==> config.mk <==
export PLATFORM = sky130hd
export DESIGN_NAME = fullduplex_link_framer
export DESIGN_NICKNAME = d
export VERILOG_FILES = /design/src/include/link_pkg.sv /design/src/fullduplex_link_framer.sv /design/src/char_unit.sv
export SDC_FILE = /design/constraint.sdc
export NUM_CORES = 1
export LEC_CHECK = 0
export BUFFER_PORTS_ARGS = -buffer_cell sky130_fd_sc_hd__buf_2
export CORE_MARGIN = 2
export CORE_UTILIZATION = 45
export DETAILED_ROUTE_END_ITERATION = 16
export GPL_ROUTABILITY_DRIVEN = 0
export SLEW_MARGIN = 20
export SYNTH_ARGS = -nofsm -noshare
export SYNTH_HDL_FRONTEND = slang
export SYNTH_SLANG_ARGS = --single-unit
export TNS_END_PERCENT = 50
==> constraint.sdc <==
create_clock -name sys_clk -period 6.59 [get_ports sys_clk]
set_input_delay 1.318 -clock sys_clk [delete_from_list [all_inputs] [get_ports sys_clk]]
set_output_delay 1.318 -clock sys_clk [all_outputs]
set_load 0.05 [all_outputs]
==> src/include/link_pkg.sv <==
// Purpose: shared constants, codes, states and check functions of the
//          character link framer
// Assumes: 10 MHz system clock, byte-wide character unit
// Notes:   all control codes are seven-bit codes widened with bit 7 zero
package link_pkg;

  // ---------------------------------------------------------------
  // control characters
  // ---------------------------------------------------------------
  localparam logic [7:0] CH_STX = 8'h02;
  localparam logic [7:0] CH_ETX = 8'h03;
  localparam logic [7:0] CH_ENQ = 8'h05;
  localparam logic [7:0] CH_ACK = 8'h06;
  localparam logic [7:0] CH_DLE = 8'h10;
  localparam logic [7:0] CH_NAK = 8'h15;

  // ---------------------------------------------------------------
  // timing and limits
  // ---------------------------------------------------------------
  localparam int          CLK_HZ   = 10_000_000;
  localparam int          BAUD_HZ  = 115_200;
  localparam logic [10:0] BIT_CYC  = 11'(CLK_HZ / BAUD_HZ);
  localparam logic [10:0] HALF_CYC = 11'(CLK_HZ / BAUD_HZ / 2);
  localparam logic [3:0]  NBITS_P  = 4'hb;  // start, 8 data, parity, stop
  localparam logic [3:0]  NBITS_N  = 4'ha;  // start, 8 data, stop
  localparam logic [7:0]  MSG_MIN  = 8'h06;
  localparam logic [7:0]  MSG_MAX  = 8'hfa;

  // ---------------------------------------------------------------
  // reset values and check constants
  // ---------------------------------------------------------------
  localparam logic [15:0] CRC_POLY = 16'ha001;
  localparam logic [15:0] CRC_INIT = 16'h0000;
  localparam logic [7:0]  SUM_INIT = 8'h00;
  localparam logic [7:0]  RSP_INIT = CH_NAK; // answer to an early enquiry

  // ---------------------------------------------------------------
  // state encodings
  // ---------------------------------------------------------------
  typedef enum logic [8:0] {
    T_IDLE = 9'h001, T_SOP1 = 9'h002, T_SOP2 = 9'h004,
    T_DATA = 9'h008, T_DUP  = 9'h010, T_EOP1 = 9'h020,
    T_EOP2 = 9'h040, T_CHK1 = 9'h080, T_CHK2 = 9'h100
  } tx_state_t;

  typedef enum logic [5:0] {
    R_IDLE = 6'h01, R_ESC0 = 6'h02, R_DATA = 6'h04,
    R_ESC1 = 6'h08, R_CHK1 = 6'h10, R_CHK2 = 6'h20
  } rx_state_t;

  // one byte into the reflected sixteen-bit check, low bit first
  function automatic logic [15:0] crc_upd(logic [15:0] c, logic [7:0] b);
    logic [15:0] r;
    r = c ^ {8'h00, b};
    for (int i = 0; i < 8; i++) begin
      r = r[0] ? ((r >> 1) ^ CRC_POLY) : (r >> 1);
    end
    return r;
  endfunction

  // acknowledge or negative acknowledge
  function automatic logic is_resp(logic [7:0] b);
    return (b == CH_ACK) || (b == CH_NAK);
  endfunction

endpackage

==> src/fullduplex_link_framer.sv <==
// Purpose: full-duplex character link framer: packets out from the
//          message source, packets in to the message sink, responses
//          multiplexed into the outgoing character stream
// Assumes: crc_mode and parity_en are steady while a packet is open
// Notes:   message bytes reach the sink as they arrive; the sink must
//          drop a message that ends with pkt_bad
`timescale 1ns/1ps
module fullduplex_link_framer
  import link_pkg::*;
(
  input  wire logic       sys_clk,
  input  wire logic       reset_n,
  input  wire logic       proto_full,
  input  wire logic       crc_mode,
  input  wire logic       parity_en,
  input  wire logic       ser_rx,
  output logic            ser_tx,
  input  wire logic       src_valid,
  input  wire logic [7:0] src_data,
  input  wire logic       src_last,
  output logic            src_ready,
  input  wire logic       sink_full,
  output logic            snk_valid,
  output logic [7:0]      snk_data,
  output logic            pkt_good,
  output logic            pkt_bad,
  output logic            res_valid,
  output logic            res_ack,
  output logic            tx_wait
);

  typedef struct packed {
    tx_state_t   ts;
    rx_state_t   rs;
    logic        wait_res;
    logic        rsp_pend;
    logic        rsp_half;
    logic [7:0]  rsp_code;
    logic [7:0]  rsp_out;
    logic [7:0]  last_rsp;
    logic        tx_last;
    logic [7:0]  tx_sum;
    logic [15:0] tx_crc;
    logic [7:0]  rx_sum;
    logic [15:0] rx_crc;
    logic [7:0]  rx_len;
    logic        rx_ovf;
    logic        rx_bad;
    logic [7:0]  chk_lo;
    logic        snk_valid;
    logic [7:0]  snk_data;
    logic        pkt_good;
    logic        pkt_bad;
    logic        res_valid;
    logic        res_ack;
  } fr_t;

  localparam fr_t FR_RST = '{ts: T_IDLE, rs: R_IDLE, rsp_code: RSP_INIT,
                             rsp_out: RSP_INIT, last_rsp: RSP_INIT,
                             default: '0};

  fr_t         s_r;
  fr_t         s_nxt;
  logic        ch_valid;
  logic [7:0]  ch_data;
  logic        ch_ready;
  logic        take;
  logic        rx_valid;
  logic [7:0]  rx_data;
  logic        rx_err;

  // ---------------------------------------------------------------
  // receive helpers
  // ---------------------------------------------------------------
  // one payload byte into the message and both checks
  function automatic fr_t rx_pay(fr_t x, logic [7:0] b);
    if (x.rx_len == MSG_MAX) begin
      x.rx_ovf = 1'b1;
    end else begin
      x.rx_len    = x.rx_len + 8'h01;
      x.snk_valid = 1'b1;
      x.snk_data  = b;
    end
    x.rx_sum = x.rx_sum + b;
    x.rx_crc = crc_upd(x.rx_crc, b);
    return x;
  endfunction

  // response or enquiry seen on the line, never stored as payload
  function automatic fr_t rx_rsp(fr_t x, logic [7:0] b);
    if (is_resp(b) && x.wait_res) begin
      x.wait_res  = 1'b0;
      x.res_valid = 1'b1;
      x.res_ack   = (b == CH_ACK);
    end else if (b == CH_ENQ) begin
      x.rsp_pend = 1'b1;
      x.rsp_code = x.last_rsp;
    end
    return x;
  endfunction

  // close a received packet and queue the verdict
  function automatic fr_t rx_end(fr_t x, logic ok, logic full);
    logic good;
    good = ok && !x.rx_bad && !x.rx_ovf && !full &&
           (x.rx_len >= MSG_MIN);
    x.pkt_good = good;
    x.pkt_bad  = !good;
    x.rsp_pend = 1'b1;
    x.rsp_code = good ? CH_ACK : CH_NAK;
    x.rs       = R_IDLE;
    return x;
  endfunction

  // ---------------------------------------------------------------
  // next state: transmitter first, then receiver so that a new
  // response request wins over the one being consumed
  // ---------------------------------------------------------------
  always_comb begin
    s_nxt    = s_r;
    ch_valid = 1'b0;
    ch_data  = 8'h00;
    take     = 1'b0;
    s_nxt.snk_valid = 1'b0;
    s_nxt.pkt_good  = 1'b0;
    s_nxt.pkt_bad   = 1'b0;
    s_nxt.res_valid = 1'b0;
    // responses only enter between whole codes
    if ((s_r.rsp_pend || s_r.rsp_half) &&
        (s_r.ts inside {T_IDLE, T_SOP1, T_DATA, T_EOP1})) begin
      ch_valid = 1'b1;
      ch_data  = s_r.rsp_half ? s_r.rsp_out : CH_DLE;
      if (ch_ready) begin
        if (s_r.rsp_half) begin
          s_nxt.rsp_half = 1'b0;
          s_nxt.last_rsp = s_r.rsp_out;
        end else begin
          s_nxt.rsp_half = 1'b1;
          s_nxt.rsp_pend = 1'b0;
          s_nxt.rsp_out  = s_r.rsp_code;
        end
      end
    end else begin
      case (s_r.ts)
        T_IDLE: begin
          if (proto_full && src_valid && !s_r.wait_res) begin
            s_nxt.ts     = T_SOP1;
            s_nxt.tx_sum = SUM_INIT;
            s_nxt.tx_crc = CRC_INIT;
          end
        end
        T_SOP1: begin
          ch_valid = 1'b1;
          ch_data  = CH_DLE;
          if (ch_ready) s_nxt.ts = T_SOP2;
        end
        T_SOP2: begin
          ch_valid = 1'b1;
          ch_data  = CH_STX;
          if (ch_ready) s_nxt.ts = T_DATA;
        end
        T_DATA: begin
          ch_valid = src_valid;
          ch_data  = src_data;
          if (src_valid && ch_ready) begin
            take          = 1'b1;
            s_nxt.tx_last = src_last;
            s_nxt.tx_sum  = s_r.tx_sum + src_data;
            s_nxt.tx_crc  = crc_upd(s_r.tx_crc, src_data);
            if (src_data == CH_DLE) s_nxt.ts = T_DUP;
            else if (src_last) s_nxt.ts = T_EOP1;
          end
        end
        T_DUP: begin
          ch_valid = 1'b1;
          ch_data  = CH_DLE;
          if (ch_ready) s_nxt.ts = s_r.tx_last ? T_EOP1 : T_DATA;
        end
        T_EOP1: begin
          ch_valid = 1'b1;
          ch_data  = CH_DLE;
          if (ch_ready) s_nxt.ts = T_EOP2;
        end
        T_EOP2: begin
          ch_valid = 1'b1;
          ch_data  = CH_ETX;
          if (ch_ready) begin
            s_nxt.tx_crc = crc_upd(s_r.tx_crc, CH_ETX);
            s_nxt.ts     = T_CHK1;
          end
        end
        T_CHK1: begin
          ch_valid = 1'b1;
          ch_data  = crc_mode ? s_r.tx_crc[7:0]
                              : (~s_r.tx_sum + 8'h01);
          if (ch_ready) begin
            s_nxt.ts = crc_mode ? T_CHK2 : T_IDLE;
            s_nxt.wait_res = !crc_mode;
          end
        end
        T_CHK2: begin
          ch_valid = 1'b1;
          ch_data  = s_r.tx_crc[15:8];
          if (ch_ready) begin
            s_nxt.ts       = T_IDLE;
            s_nxt.wait_res = 1'b1;
          end
        end
        default: s_nxt.ts = T_IDLE;
      endcase
    end
    // receiver: split message codes from response codes
    if (rx_valid && proto_full) begin
      if (rx_err && (s_r.rs != R_IDLE) && (s_r.rs != R_ESC0)) begin
        s_nxt.rx_bad = 1'b1;
      end
      case (s_r.rs)
        R_IDLE: begin
          if (rx_data == CH_DLE) s_nxt.rs = R_ESC0;
        end
        R_ESC0: begin
          s_nxt.rs = R_IDLE;
          if (rx_data == CH_STX) begin
            s_nxt.rs     = R_DATA;
            s_nxt.rx_sum = SUM_INIT;
            s_nxt.rx_crc = CRC_INIT;
            s_nxt.rx_len = 8'h00;
            s_nxt.rx_ovf = 1'b0;
            s_nxt.rx_bad = rx_err;
          end else begin
            s_nxt = rx_rsp(s_nxt, rx_data);
          end
        end
        R_DATA: begin
          if (rx_data == CH_DLE) s_nxt.rs = R_ESC1;
          else s_nxt = rx_pay(s_nxt, rx_data);
        end
        R_ESC1: begin
          s_nxt.rs = R_DATA;
          if (rx_data == CH_DLE) begin
            s_nxt = rx_pay(s_nxt, rx_data);
          end else if (rx_data == CH_ETX) begin
            s_nxt.rx_crc = crc_upd(s_r.rx_crc, CH_ETX);
            s_nxt.rs     = R_CHK1;
          end else if (is_resp(rx_data) || (rx_data == CH_ENQ)) begin
            s_nxt = rx_rsp(s_nxt, rx_data);
          end else begin
            s_nxt = rx_end(s_nxt, 1'b0, sink_full);
          end
        end
        R_CHK1: begin
          if (crc_mode) begin
            s_nxt.chk_lo = rx_data;
            s_nxt.rs     = R_CHK2;
          end else begin
            s_nxt = rx_end(s_nxt, (s_r.rx_sum + rx_data) == 8'h00,
                           sink_full);
          end
        end
        R_CHK2: begin
          s_nxt = rx_end(s_nxt, {rx_data, s_r.chk_lo} == s_r.rx_crc,
                         sink_full);
        end
        default: s_nxt.rs = R_IDLE;
      endcase
    end
  end

  // ---------------------------------------------------------------
  // state register
  // ---------------------------------------------------------------
  always_ff @(posedge sys_clk or negedge reset_n) begin
    if (!reset_n) begin
      s_r <= FR_RST;
    end else begin
      s_r <= s_nxt;
    end
  end

  // ---------------------------------------------------------------
  // character unit
  // ---------------------------------------------------------------
  char_unit u_char (
    .sys_clk   (sys_clk),
    .reset_n   (reset_n),
    .parity_en (parity_en),
    .tx_valid  (ch_valid),
    .tx_data   (ch_data),
    .tx_ready  (ch_ready),
    .ser_tx    (ser_tx),
    .ser_rx    (ser_rx),
    .rx_valid  (rx_valid),
    .rx_data   (rx_data),
    .rx_err    (rx_err)
  );

  // outputs
  assign src_ready = take;
  assign snk_valid = s_r.snk_valid;
  assign snk_data  = s_r.snk_data;
  assign pkt_good  = s_r.pkt_good;
  assign pkt_bad   = s_r.pkt_bad;
  assign res_valid = s_r.res_valid;
  assign res_ack   = s_r.res_ack;
  assign tx_wait   = s_r.wait_res;

endmodule // fullduplex_link_framer

==> src/char_unit.sv <==
// Purpose: one start bit, eight data bits low first, optional even
//          parity, one stop bit, in both directions
// Assumes: line idles high; rx pin is asynchronous to sys_clk
// Notes:   a bad stop or parity bit still delivers the byte, flagged
`timescale 1ns/1ps
module char_unit
  import link_pkg::*;
(
  input  wire logic       sys_clk,
  input  wire logic       reset_n,
  input  wire logic       parity_en,
  input  wire logic       tx_valid,
  input  wire logic [7:0] tx_data,
  output logic            tx_ready,
  output logic            ser_tx,
  input  wire logic       ser_rx,
  output logic            rx_valid,
  output logic [7:0]      rx_data,
  output logic            rx_err
);

  typedef struct packed {
    logic [2:0]  sync;
    logic        lvl;
    logic        t_busy;
    logic [10:0] t_cnt;
    logic [3:0]  t_left;
    logic [10:0] t_sh;
    logic        r_busy;
    logic [10:0] r_cnt;
    logic [3:0]  r_left;
    logic [10:0] r_sh;
    logic        r_valid;
    logic [7:0]  r_data;
    logic        r_err;
  } ch_t;

  localparam ch_t CH_RST = '{sync: 3'h7, lvl: 1'b1, t_sh: 11'h7ff,
                             default: '0};

  ch_t s_r;
  ch_t s_nxt;
  logic [10:0] sh;

  // ---------------------------------------------------------------
  // next state
  // ---------------------------------------------------------------
  always_comb begin
    s_nxt = s_r;
    sh    = s_r.r_sh;
    s_nxt.r_valid = 1'b0;
    // three-stage pin sampler, level moves when stages 2 and 3 agree
    s_nxt.sync = {s_r.sync[1:0], ser_rx};
    if (s_r.sync[2] == s_r.sync[1]) begin
      s_nxt.lvl = s_r.sync[2];
    end
    // transmit shifter
    if (!s_r.t_busy) begin
      if (tx_valid) begin
        s_nxt.t_busy = 1'b1;
        s_nxt.t_cnt  = BIT_CYC - 11'h001;
        s_nxt.t_left = parity_en ? NBITS_P : NBITS_N;
        s_nxt.t_sh   = {1'b1, parity_en ? ^tx_data : 1'b1,
                        tx_data, 1'b0};
      end
    end else if (s_r.t_cnt == 11'h000) begin
      s_nxt.t_cnt  = BIT_CYC - 11'h001;
      s_nxt.t_sh   = {1'b1, s_r.t_sh[10:1]};
      s_nxt.t_left = s_r.t_left - 4'h1;
      if (s_r.t_left == 4'h1) begin
        s_nxt.t_busy = 1'b0;
      end
    end else begin
      s_nxt.t_cnt = s_r.t_cnt - 11'h001;
    end
    // receive sampler, mid-bit
    if (!s_r.r_busy) begin
      if (!s_r.lvl) begin
        s_nxt.r_busy = 1'b1;
        s_nxt.r_cnt  = HALF_CYC;
        s_nxt.r_left = parity_en ? NBITS_P : NBITS_N;
      end
    end else if (s_r.r_cnt == 11'h000) begin
      sh = {s_r.lvl, s_r.r_sh[10:1]};
      s_nxt.r_sh   = sh;
      s_nxt.r_cnt  = BIT_CYC - 11'h001;
      s_nxt.r_left = s_r.r_left - 4'h1;
      if (s_r.lvl && (s_r.r_left == (parity_en ? NBITS_P : NBITS_N))) begin
        s_nxt.r_busy = 1'b0; // glitch, not a start bit
      end else if (s_r.r_left == 4'h1) begin
        s_nxt.r_busy  = 1'b0;
        s_nxt.r_valid = 1'b1;
        s_nxt.r_data  = parity_en ? sh[8:1] : sh[9:2];
        s_nxt.r_err   = !sh[10] ||
                        (parity_en && (sh[9] != ^sh[8:1]));
      end
    end else begin
      s_nxt.r_cnt = s_r.r_cnt - 11'h001;
    end
  end

  // ---------------------------------------------------------------
  // state register
  // ---------------------------------------------------------------
  always_ff @(posedge sys_clk or negedge reset_n) begin
    if (!reset_n) begin
      s_r <= CH_RST;
    end else begin
      s_r <= s_nxt;
    end
  end

  // outputs
  assign tx_ready = !s_r.t_busy;
  assign ser_tx   = s_r.t_sh[0];
  assign rx_valid = s_r.r_valid;
  assign rx_data  = s_r.r_data;
  assign rx_err   = s_r.r_err;

endmodule // char_unit

==> results.sh, run 1 <==
export IMPL_status="complete, no violations"
export IMPL_post_cts_buffers=0
export IMPL_tightest_slew_ps=1030
export IMPL_cts_tree="done"
export IMPL_cp_start_kind="flop"
export IMPL_via_count=8760
export IMPL_first_pass_iters=7
export IMPL_floorplan_rows=57
export IMPL_fin_ws_ps=2110
export IMPL_cts_sinks=188
export IMPL_yosys_area_share_adder=0.0322
export IMPL_core_area_um2=24500
export IMPL_syn_instance_count=1217
export IMPL_antenna_found_initial=1
export IMPL_synth_edf_count=0
export IMPL_required_ps=5270
export IMPL_max_freq_mhz=223
export IMPL_syn_cell_area_um2=11300
export IMPL_yosysUniqueCellTypes=84
export IMPL_synth_compound_area_share=0.176
export IMPL_dp_hpwl_mm=18.9
export IMPL_via_per_inst=5.68
export IMPL_p_total_mw=2.61
export IMPL_synth_top_flop_cell="dfrtp_1"
export IMPL_cts_htree_levels=4
export IMPL_setup_tns_ps=0
export IMPL_clock_skew_ps=13.6
export IMPL_min_path_type="flop to flop"
export IMPL_fin_crit_sh=0.679
export IMPL_gr_usage_all_layers=0.213
export IMPL_synth_xor_area_frac=0.0853
export IMPL_setup_viol=0
export IMPL_antenna_left=0
export IMPL_critical_path_buf_inv_count=2
export IMPL_final_fill_count=2285
export IMPL_routedWlPerCell_um=17.2
export IMPL_rsz0062_at_grt="no"
export IMPL_synth_top_family_by_area="simple AND/OR/NAND/NOR gates"
export IMPL_synth_async_reset_ratio=1.00
export IMPL_synth_seq_cells=188
export IMPL_power_density_nw_per_um2=214
export IMPL_placed_cells=1508
export IMPL_holdBufCountCts=0
export IMPL_drive_gt1_frac=0.135
export IMPL_yosys_area_share_simple=0.182
export IMPL_pre_cts_ws_ps=2590
export IMPL_grt_max_degree=78
export IMPL_end_kind="output port"
export IMPL_drtIter0Drc=719
export IMPL_ys_warn_count=0
export IMPL_power_leakage_nw=5.37
export IMPL_synthMuxAreaShare=0.0620
export IMPL_drc=0
export IMPL_routed_wl_mm=26.6
export IMPL_cts_repair_resized=0
export IMPL_relSlewSlack=0.314
export IMPL_clk_pin_slew_worst_paths_ps=80
export IMPL_clock_root_buffer="clkbuf_16"
export IMPL_final_cells=1541
export IMPL_seq_area_um2=4740
export IMPL_peakVddDrop_mv=0.155
export IMPL_arrival_ps=3160
export IMPL_crit_type="flop to output port"
export IMPL_cts_buffer_depth=2
export IMPL_die_w_um=162
export IMPL_port_buffers=32
export IMPL_cp_top_family="simple AND/OR/NAND/NOR gates"
export IMPL_overflow=0
export IMPL_nNetsFinal=1247
export IMPL_worstRegToRegCells=9
export IMPL_slowest_stage="and3_1"
export IMPL_path_max_fanout=14
export IMPL_fin_crit_ps=4480
export IMPL_dieArea_um2=26300
export IMPL_ios=33
export IMPL_grt_pass1_wl_mm=45.2
export IMPL_start_util=0.460
export IMPL_cts_buffers=17
export IMPL_slowest_delay_ps=560
export IMPL_hold_depth=0
export IMPL_die_height_um=162
export IMPL_maxCapViolCount=0
export IMPL_clk_latency_ps=430
export IMPL_multiInputGateArea_um2=6050
export IMPL_grt_pass1_vias=8589
export IMPL_drv_slew=0
export IMPL_cp_cell_sequence="nor4_4, and3_1, nand3_1, nor3_1, buf_4, buf_2"
export IMPL_cp_num_cells=6
export IMPL_hold_viol=0
export IMPL_yosysSeqAreaShare=0.421
export IMPL_area_delta_synth_final_pct=8.24
export IMPL_synth_fp_nets=1261
export IMPL_syn_avg_cell_area_um2=9.25
[through the flow]
step	utilization	hold WS [ps]	cell area, um2
final	0.498	358	12200
after global routing	0.498	361	12200
after CTS	0.498	359	12200
after detailed placement	0.472	347	11600
after global placement	0.472	346	11600
after floorplan	-	345	11300
[sequential cells by signal, summed over array words and instances (netlist names)]
signal,count
snk_valid,1
tx_wait,1
res_valid,1
u_char.rx_data,8
u_char.s_nxt,2
pkt_good,1
pkt_bad,1
u_char.s_r,53
u_char.rx_valid,1
u_char.ser_tx,1
u_char.rx_err,1
snk_data,8
res_ack,1
s_r,108
[power by group]
| part | internal, mW | switching [mW] | leakage, nW | total, mW |
|---|---|---|---|---|
| registers | 1.21 | 0.0690 | 2.38 | 1.27 |
| clock network | 0.598 | 0.491 | 0.304 | 1.09 |
| logic | 0.109 | 0.139 | 2.68 | 0.248 |
| total | 1.91 | 0.699 | 5.37 | 2.61 |
[synth_stat cells (4+ instances only)]
library cell    n  area [um2]
and4_1          6        52.6
a211oi_1        4        30.0
buf_2          10        50.1
o31ai_1        11        82.6
o22ai_1         7        43.8
mux2_2         38         428
dfrtp_1       162        4050
o21bai_1        5        37.5
a32o_1          6        60.1
mux2_4          8         120
xnor2_1        70         613
nand3_1        23         115
a21o_1         10        75.1
buf_4           8        60.1
and3_1         10        62.6
a31oi_1        14        87.6
nor2_1         88         330
a22o_1         17         149
nor2b_1        13        81.3
nand4_1        10        62.6
and2_1          5        31.3
o21ai_1         4        20.0
nand2b_1       16         100
nor4_1         13        81.3
dfstp_2        26         683
o21a_1          7        52.6
a22oi_1        12        90.1
ha_1           25         313
inv_1          33         124
xor2_1         37         324
or3_1           6        37.5
mux2i_1        15         150
nand3b_1       11        82.6
o211ai_1        6        45.0
o21ai_0       122         611
nand2_1       153         574
nor3_1         26         130
a21oi_1        55         275
nor3b_1         7        52.6
clkbuf_1       51         191
[routing by layer]
layer | up-vias | global-route usage | wire (um)
met5 | - | 0 | 0
met4 | 0 | 0.0463 | 250
met3 | 20 | 0.0324 | 932
met2 | 165 | 0.350 | 12700
met1 | 4273 | 0.299 | 12700
li1 | 4302 | - | -
[kinds of logic (layout without fill, tap and decap cells)]
group,Yosys count,in the layout
other,0,1
DFF,188,188
muxes,61,61
xor gates and xnor gates,108,108
buffers and inverters,106,105
and+or+nand+nor,411,411
AOI/OAI and AO/OA,315,315
adders and majority gates,28,28
[path summary, 6_finish.rpt]
| check | start | endpoint | slack (ps) |
|---|---|---|---|
| min reg2reg | u_char.s_nxt[66]$_DFF_PN1_ | u_char.s_nxt[67]$_DFF_PN1_ | 360 |
| max | s_r[121]$_DFFE_PN0P_ | src_ready | 2110 |
| max reg2reg | s_r[112]$_DFFE_PN0P_ | snk_data[0]$_DFFE_PN0P_ | 3150 |
| min | u_char.s_nxt[66]$_DFF_PN1_ | u_char.s_nxt[67]$_DFF_PN1_ | 360 |
| min in group asynchronous | reset_n | s_r[73]$_DFFE_PN0P_ | 910 |
| max in group asynchronous | reset_n | s_r[47]$_DFFE_PN0P_ | 4430 |
[layout make-up]
cell class                 instances  area share
sequential                       188       0.389
timing repair buffer              39      0.0182
tap                              324      0.0333
inverter                          34      0.0115
multi-input combinational        923       0.497
clock inverter                    13      0.0142
antenna                            1    0.000205
clock buffer                      19      0.0372
[cell usage in the layout (no fill, tap or decap), types with 7 or more instances in the layout]
| cell type | instances |
|---|---|
| nand3b_1 | 11 |
| and3_1 | 10 |
| nor2b_1 | 13 |
| clkbuf_16 | 17 |
| o31ai_1 | 11 |
| inv_1 | 33 |
| o21a_1 | 7 |
| a31oi_1 | 14 |
| nand2b_1 | 16 |
| nand4_1 | 10 |
| o21ai_0 | 122 |
| a21o_1 | 10 |
| a22o_1 | 17 |
| dfstp_2 | 26 |
| nand2_1 | 153 |
| mux2_2 | 38 |
| a22oi_1 | 12 |
| o22ai_1 | 7 |
| nor2_1 | 88 |
| buf_2 | 31 |
| nor4_1 | 13 |
| nor3_1 | 26 |
| xnor2_1 | 70 |
| mux2i_1 | 15 |
| buf_4 | 7 |
| nand3_1 | 23 |
| dfrtp_1 | 162 |
| ha_1 | 25 |
| mux2_4 | 8 |
| xor2_1 | 37 |
| a21oi_1 | 55 |
| nor3b_1 | 7 |
[worst reg2reg max path: cells and delay by family (launching register included)]
| kind | cells | cell delay (ps) |
|---|---|---|
| AND/OR/NAND/NOR | 6 | 2250 |
| AO/OA/AOI/OAI | 1 | 200 |
| flip-flops | 1 | 490 |
| multiplexers | 1 | 300 |
| buffers and inverters | 1 | 100 |
No activity file was read; power rests on OpenSTA's default activity.
==> run 2: changes to the inputs <==
Clock period 6.59 ns to 4.4 ns, I/O delays scaled along.
==> run 2 against run 1 <==
Clock power is 44% higher. Global-route usage hardly changed. Power is 48% higher.
==> results.sh, run 2 (synthesis results as in run 1) <==
export IMPL_routedWlPerCell_um=17.4
export IMPL_overflow=0
export IMPL_sw_frac_of_total=0.285
export IMPL_top_regs="s_r: 108 flops, u_char.s_r: 53 flops"
export IMPL_tightest_slew_ps=1010
export IMPL_switching_power_mw=1.10
export IMPL_dp_hpwl_mm=19.3
export IMPL_final_common_cell="dfrtp_1"
export IMPL_required_ps=3520
export IMPL_path_max_fanout=14
export IMPL_stdcell_area_um2=12200
export IMPL_cts_tree="done"
export IMPL_holdBufCountCts=0
export IMPL_antenna_left=0
export IMPL_cts_buffer_depth=2
export IMPL_drc=0
export IMPL_routed_wl_mm=26.9
export IMPL_min_path_type="flop to flop"
export IMPL_cts_sinks=188
export IMPL_via_per_inst=5.64
export IMPL_peakVddDrop_mv=0.191
export IMPL_power_density_nw_per_um2=315
export IMPL_core_area_um2=24500
export IMPL_max_freq_mhz=261
export IMPL_power_frac_seq=0.493
export IMPL_crit_type="flop to output port"
export IMPL_drtIter0Drc=586
export IMPL_port_buffers=32
export IMPL_setup_tns_ps=0
export IMPL_post_cts_buffers=0
export IMPL_grt_pass1_wl_mm=45.1
export IMPL_die_w_um=162
export IMPL_rsz0062_at_grt="no"
export IMPL_cp_start_kind="flop"
export IMPL_fin_crit_sh=0.871
export IMPL_largest_register_ffs=108
export IMPL_grt_pass1_vias=8458
export IMPL_first_pass_iters=9
export IMPL_drive_gt1_frac=0.141
export IMPL_clock_root_buffer="clkbuf_16"
export IMPL_fin_ws_ps=569
export IMPL_ios=33
export IMPL_status="complete, no violations"
export IMPL_gr_usage_all_layers=0.213
export IMPL_relSlewSlack=0.325
export IMPL_top_register="s_r"
export IMPL_arrival_ps=2950
export IMPL_start_util=0.460
export IMPL_place_area_um2=11600
export IMPL_maxCapViolCount=0
export IMPL_nNetsFinal=1256
export IMPL_whs_ps=359
export IMPL_die_height_um=162
export IMPL_hold_viol=0
export IMPL_floorplan_rows=57
export IMPL_cts_repair_resized=0
export IMPL_cts_buffers=17
export IMPL_drv_slew=0
export IMPL_antenna_found_initial=1
export IMPL_clock_skew_ps=14.8
export IMPL_internal_power_mw=2.76
export IMPL_power_frac_comb=0.099
export IMPL_area_delta_synth_final_pct=8.64
export IMPL_end_kind="output port"
export IMPL_via_count=8737
export IMPL_fin_crit_ps=3830
export IMPL_clk_pin_slew_worst_paths_ps=80
export IMPL_dieArea_um2=26300
export IMPL_setup_viol=0
export IMPL_layout_common_cells="dfrtp_1 (162), nand2_1 (153), o21ai_0 (122)"
export IMPL_pre_cts_ws_ps=1000
export IMPL_clockPowerShare=0.407
export IMPL_clk_latency_ps=440
export IMPL_grt_max_degree=84
export IMPL_cts_htree_levels=4
export IMPL_power_leakage_nw=5.39
run 2: changes by cell type in the layout (fill, tap and decap cells not counted):
cell and delta:
clkinv_4 -4, clkbuf_8 -1, clkinv_8 +3, inv_8 -2, inv_6 +5, buf_4 +9
bufinv_16 -2, inv_12 +1
run 2: power groups by stage:
stage / Sequential [mW] / Clock (mW) / Combinational (mW)
after floorplan: 1.90 / 0 / 0.286
after global placement: 1.93 / 0 / 0.379
after detailed placement: 1.93 / 0 / 0.387
after CTS: 1.90 / 1.60 / 0.388
after global routing: 1.92 / 1.69 / 0.436
final: 1.90 / 1.57 / 0.382
run 2: layout make-up:
cell class / count / area [um2]
fill: 2257 / 12200
multi-input combinational: 923 / 6050
sequential: 188 / 4740
clock buffer: 18 / 439
tap: 324 / 405
timing repair buffer: 48 / 289
clock inverter: 14 / 164
inverter: 34 / 140
antenna: 1 / 2.50
run 2: metal layers:
metal  part of all wire  GRT usage  vias up
met5                  0          0        -
met4              0.013     0.0503        0
met3              0.035     0.0352       26
met2               0.46      0.335      146
met1               0.49      0.309     4247
li1                   -          -     4318
run 2: worst paths after layout:
check                                         startpoint                          to  slack, ps  depth (start not counted)
setup / recovery                    s_r[121]$_DFFE_PN0P_                   src_ready        570                          7
hold / removal                u_char.s_nxt[66]$_DFF_PN1_  u_char.s_nxt[67]$_DFF_PN1_        360                          0
setup reg to reg           u_char.rx_data[1]$_DFFE_PN0P_        s_r[100]$_DFFE_PN1P_        950                         10
hold reg to reg               u_char.s_nxt[66]$_DFF_PN1_  u_char.s_nxt[67]$_DFF_PN1_        360                          0
max in group asynchronous                        reset_n         s_r[20]$_DFFE_PN0P_       2960                          2
min in group asynchronous                        reset_n        s_r[117]$_DFFE_PN0P_        470                          1
run 2: worst max-delay path, cell delays in order, from the launching register on:
cell,delay (ps)
dfrtp_1,470
nor4_4,480
and3_1,220
buf_4,200
nand3_1,350
nor3_1,270
buf_4,230
buf_2,280
run 2: metrics by stage:
| step | util | cells | power (mW) |
|---|---|---|---|
| after floorplan | - | 1217 | 2.18 |
| after global placement | 0.475 | 1517 | 2.31 |
| after detailed placement | 0.475 | 1517 | 2.32 |
| after CTS | 0.500 | 1549 | 3.89 |
| after global routing | 0.500 | 1549 | 4.04 |
| final | 0.500 | 1550 | 3.85 |
==> run 3: changes to the inputs <==
Settings changed: CORE_ASPECT_RATIO set to 2, PLACE_DENSITY set to 0.58.
==> run 3 against run 2 <==
Clock power decreased by 3%. Final cell count rose by 0.52%. Fmax down 1.2%. First-iteration DRC count is 7.7% higher. Critical path depth is the same. Count of clock-buffer cells in the layout shrank 1. Combinational power hardly changed. Register-to-register slack gained 180 ps.
==> results.sh, run 3 (synthesis results as in run 1) <==
export IMPL_routed_wl_mm=31.1
export IMPL_layout_common_cells="dfrtp_1 (162), nand2_1 (153), o21ai_0 (122)"
export IMPL_post_cts_buffers=0
export IMPL_pre_cts_ws_ps=1080
export IMPL_required_ps=3520
export IMPL_status="complete, no violations"
export IMPL_die_height_um=228
export IMPL_relSlewSlack=0.354
export IMPL_floorplan_rows=81
export IMPL_fin_crit_ps=3880
export IMPL_gr_usage_all_layers=0.247
export IMPL_antenna_cells=0
export IMPL_core_area_um2=24500
export IMPL_holdBufCountCts=0
export IMPL_grt_pass1_vias=9112
export IMPL_maxCapViolCount=0
export IMPL_drtIter0Drc=631
export IMPL_top_regs="s_r: 108 flops, u_char.s_r: 53 flops"
export IMPL_start_util=0.459
export IMPL_dieArea_um2=26400
export IMPL_peakVddDrop_mv=0.268
export IMPL_cts_sinks=188
export IMPL_die_w_um=116
export IMPL_grt_pass1_wl_mm=49.0
export IMPL_top_register="s_r"
export IMPL_via_count=9090
export IMPL_dp_hpwl_mm=23.6
export IMPL_tightest_slew_ps=961
export IMPL_fin_ws_ps=523
export IMPL_cp_start_kind="flop"
export IMPL_clk_pin_slew_worst_paths_ps=70
export IMPL_end_kind="output port"
export IMPL_clk_latency_ps=470
export IMPL_setup_tns_ps=0
export IMPL_area_delta_synth_final_pct=8.57
export IMPL_port_buffers=32
export IMPL_drc=0
export IMPL_nNetsFinal=1257
export IMPL_largest_register_ffs=108
export IMPL_placed_cells=1526
export IMPL_cts_tree="done"
export IMPL_setup_viol=0
export IMPL_via_per_inst=5.83
export IMPL_final_common_cell="dfrtp_1"
export IMPL_cts_htree_levels=4
export IMPL_overflow=0
export IMPL_power_density_nw_per_um2=312
export IMPL_clock_skew_ps=12.9
export IMPL_cts_buffer_depth=2
export IMPL_min_path_type="flop to flop"
export IMPL_p_total_mw=3.82
export IMPL_clock_root_buffer="clkbuf_16"
export IMPL_final_fill_count=2348
export IMPL_crit_type="flop to output port"
export IMPL_arrival_ps=3000
export IMPL_antenna_left=0
export IMPL_hold_viol=0
export IMPL_first_pass_iters=5
export IMPL_whs_ps=360
export IMPL_routedWlPerCell_um=20.0
export IMPL_cts_repair_resized=0
export IMPL_final_cells=1558
export IMPL_ios=33
export IMPL_power_leakage_nw=5.38
export IMPL_fin_crit_sh=0.881
export IMPL_rsz0062_at_grt="no"
export IMPL_drv_slew=0
export IMPL_grt_max_degree=100
export IMPL_drive_gt1_frac=0.143
export IMPL_path_max_fanout=14
export IMPL_antenna_found_initial=0
export IMPL_cts_buffers=17
export IMPL_max_freq_mhz=258
run 3: worst paths after layout:
path / slack (ps) / cells after the start / start / endpoint
max reg2reg: 1130 / 10 / s_r[112]$_DFFE_PN0P_ / snk_data[7]$_DFFE_PN0P_
min in group asynchronous: 450 / 1 / reset_n / s_r[79]$_DFFE_PN0P_
max: 520 / 7 / s_r[114]$_DFFE_PN0P_ / src_ready
max in group asynchronous: 2940 / 2 / reset_n / s_r[82]$_DFF_PN1_
min reg2reg: 360 / 0 / u_char.s_nxt[66]$_DFF_PN1_ / u_char.s_nxt[67]$_DFF_PN1_
min: 360 / 0 / u_char.s_nxt[66]$_DFF_PN1_ / u_char.s_nxt[67]$_DFF_PN1_
run 3: worst max-delay path, stage by stage (launching register included):
cell,delay [ps]
dfrtp_1,520
nor4_4,430
and3_1,220
buf_4,200
nand3_1,330
nor3_1,290
buf_4,240
buf_2,290
run 3: per-layer routing:
layer | global-route usage | up-vias | share of wire
met5 | 0 | - | 0
met4 | 0.175 | 0 | 0.073
met3 | 0.0403 | 115 | 0.029
met1 | 0.226 | 4434 | 0.34
met2 | 0.476 | 230 | 0.56
li1 | - | 4311 | -
run 3: area by class of cell:
cell class	instances	area [um2]	share of cell area
tap	332	415	0.0340
clock buffer	17	425	0.0348
sequential	188	4740	0.388
timing repair buffer	49	294	0.0241
clock inverter	15	155	0.0127
multi-input combinational	923	6050	0.495
inverter	34	140	0.0115
run 3: stage by stage:
stage,util,cell area [um2]
2_1_floorplan,-,11300
3_3_place_gp,0.474,11600
3_5_place_dp,0.475,11600
4_1_cts,0.498,12200
5_1_grt,0.498,12200
6_report,0.498,12200
run 3: power breakdown:
part | total [mW] | switching, mW | internal, mW
sequential | 1.91 | 0.100 | 1.80
combinational | 0.380 | 0.216 | 0.165
clock | 1.53 | 0.780 | 0.752
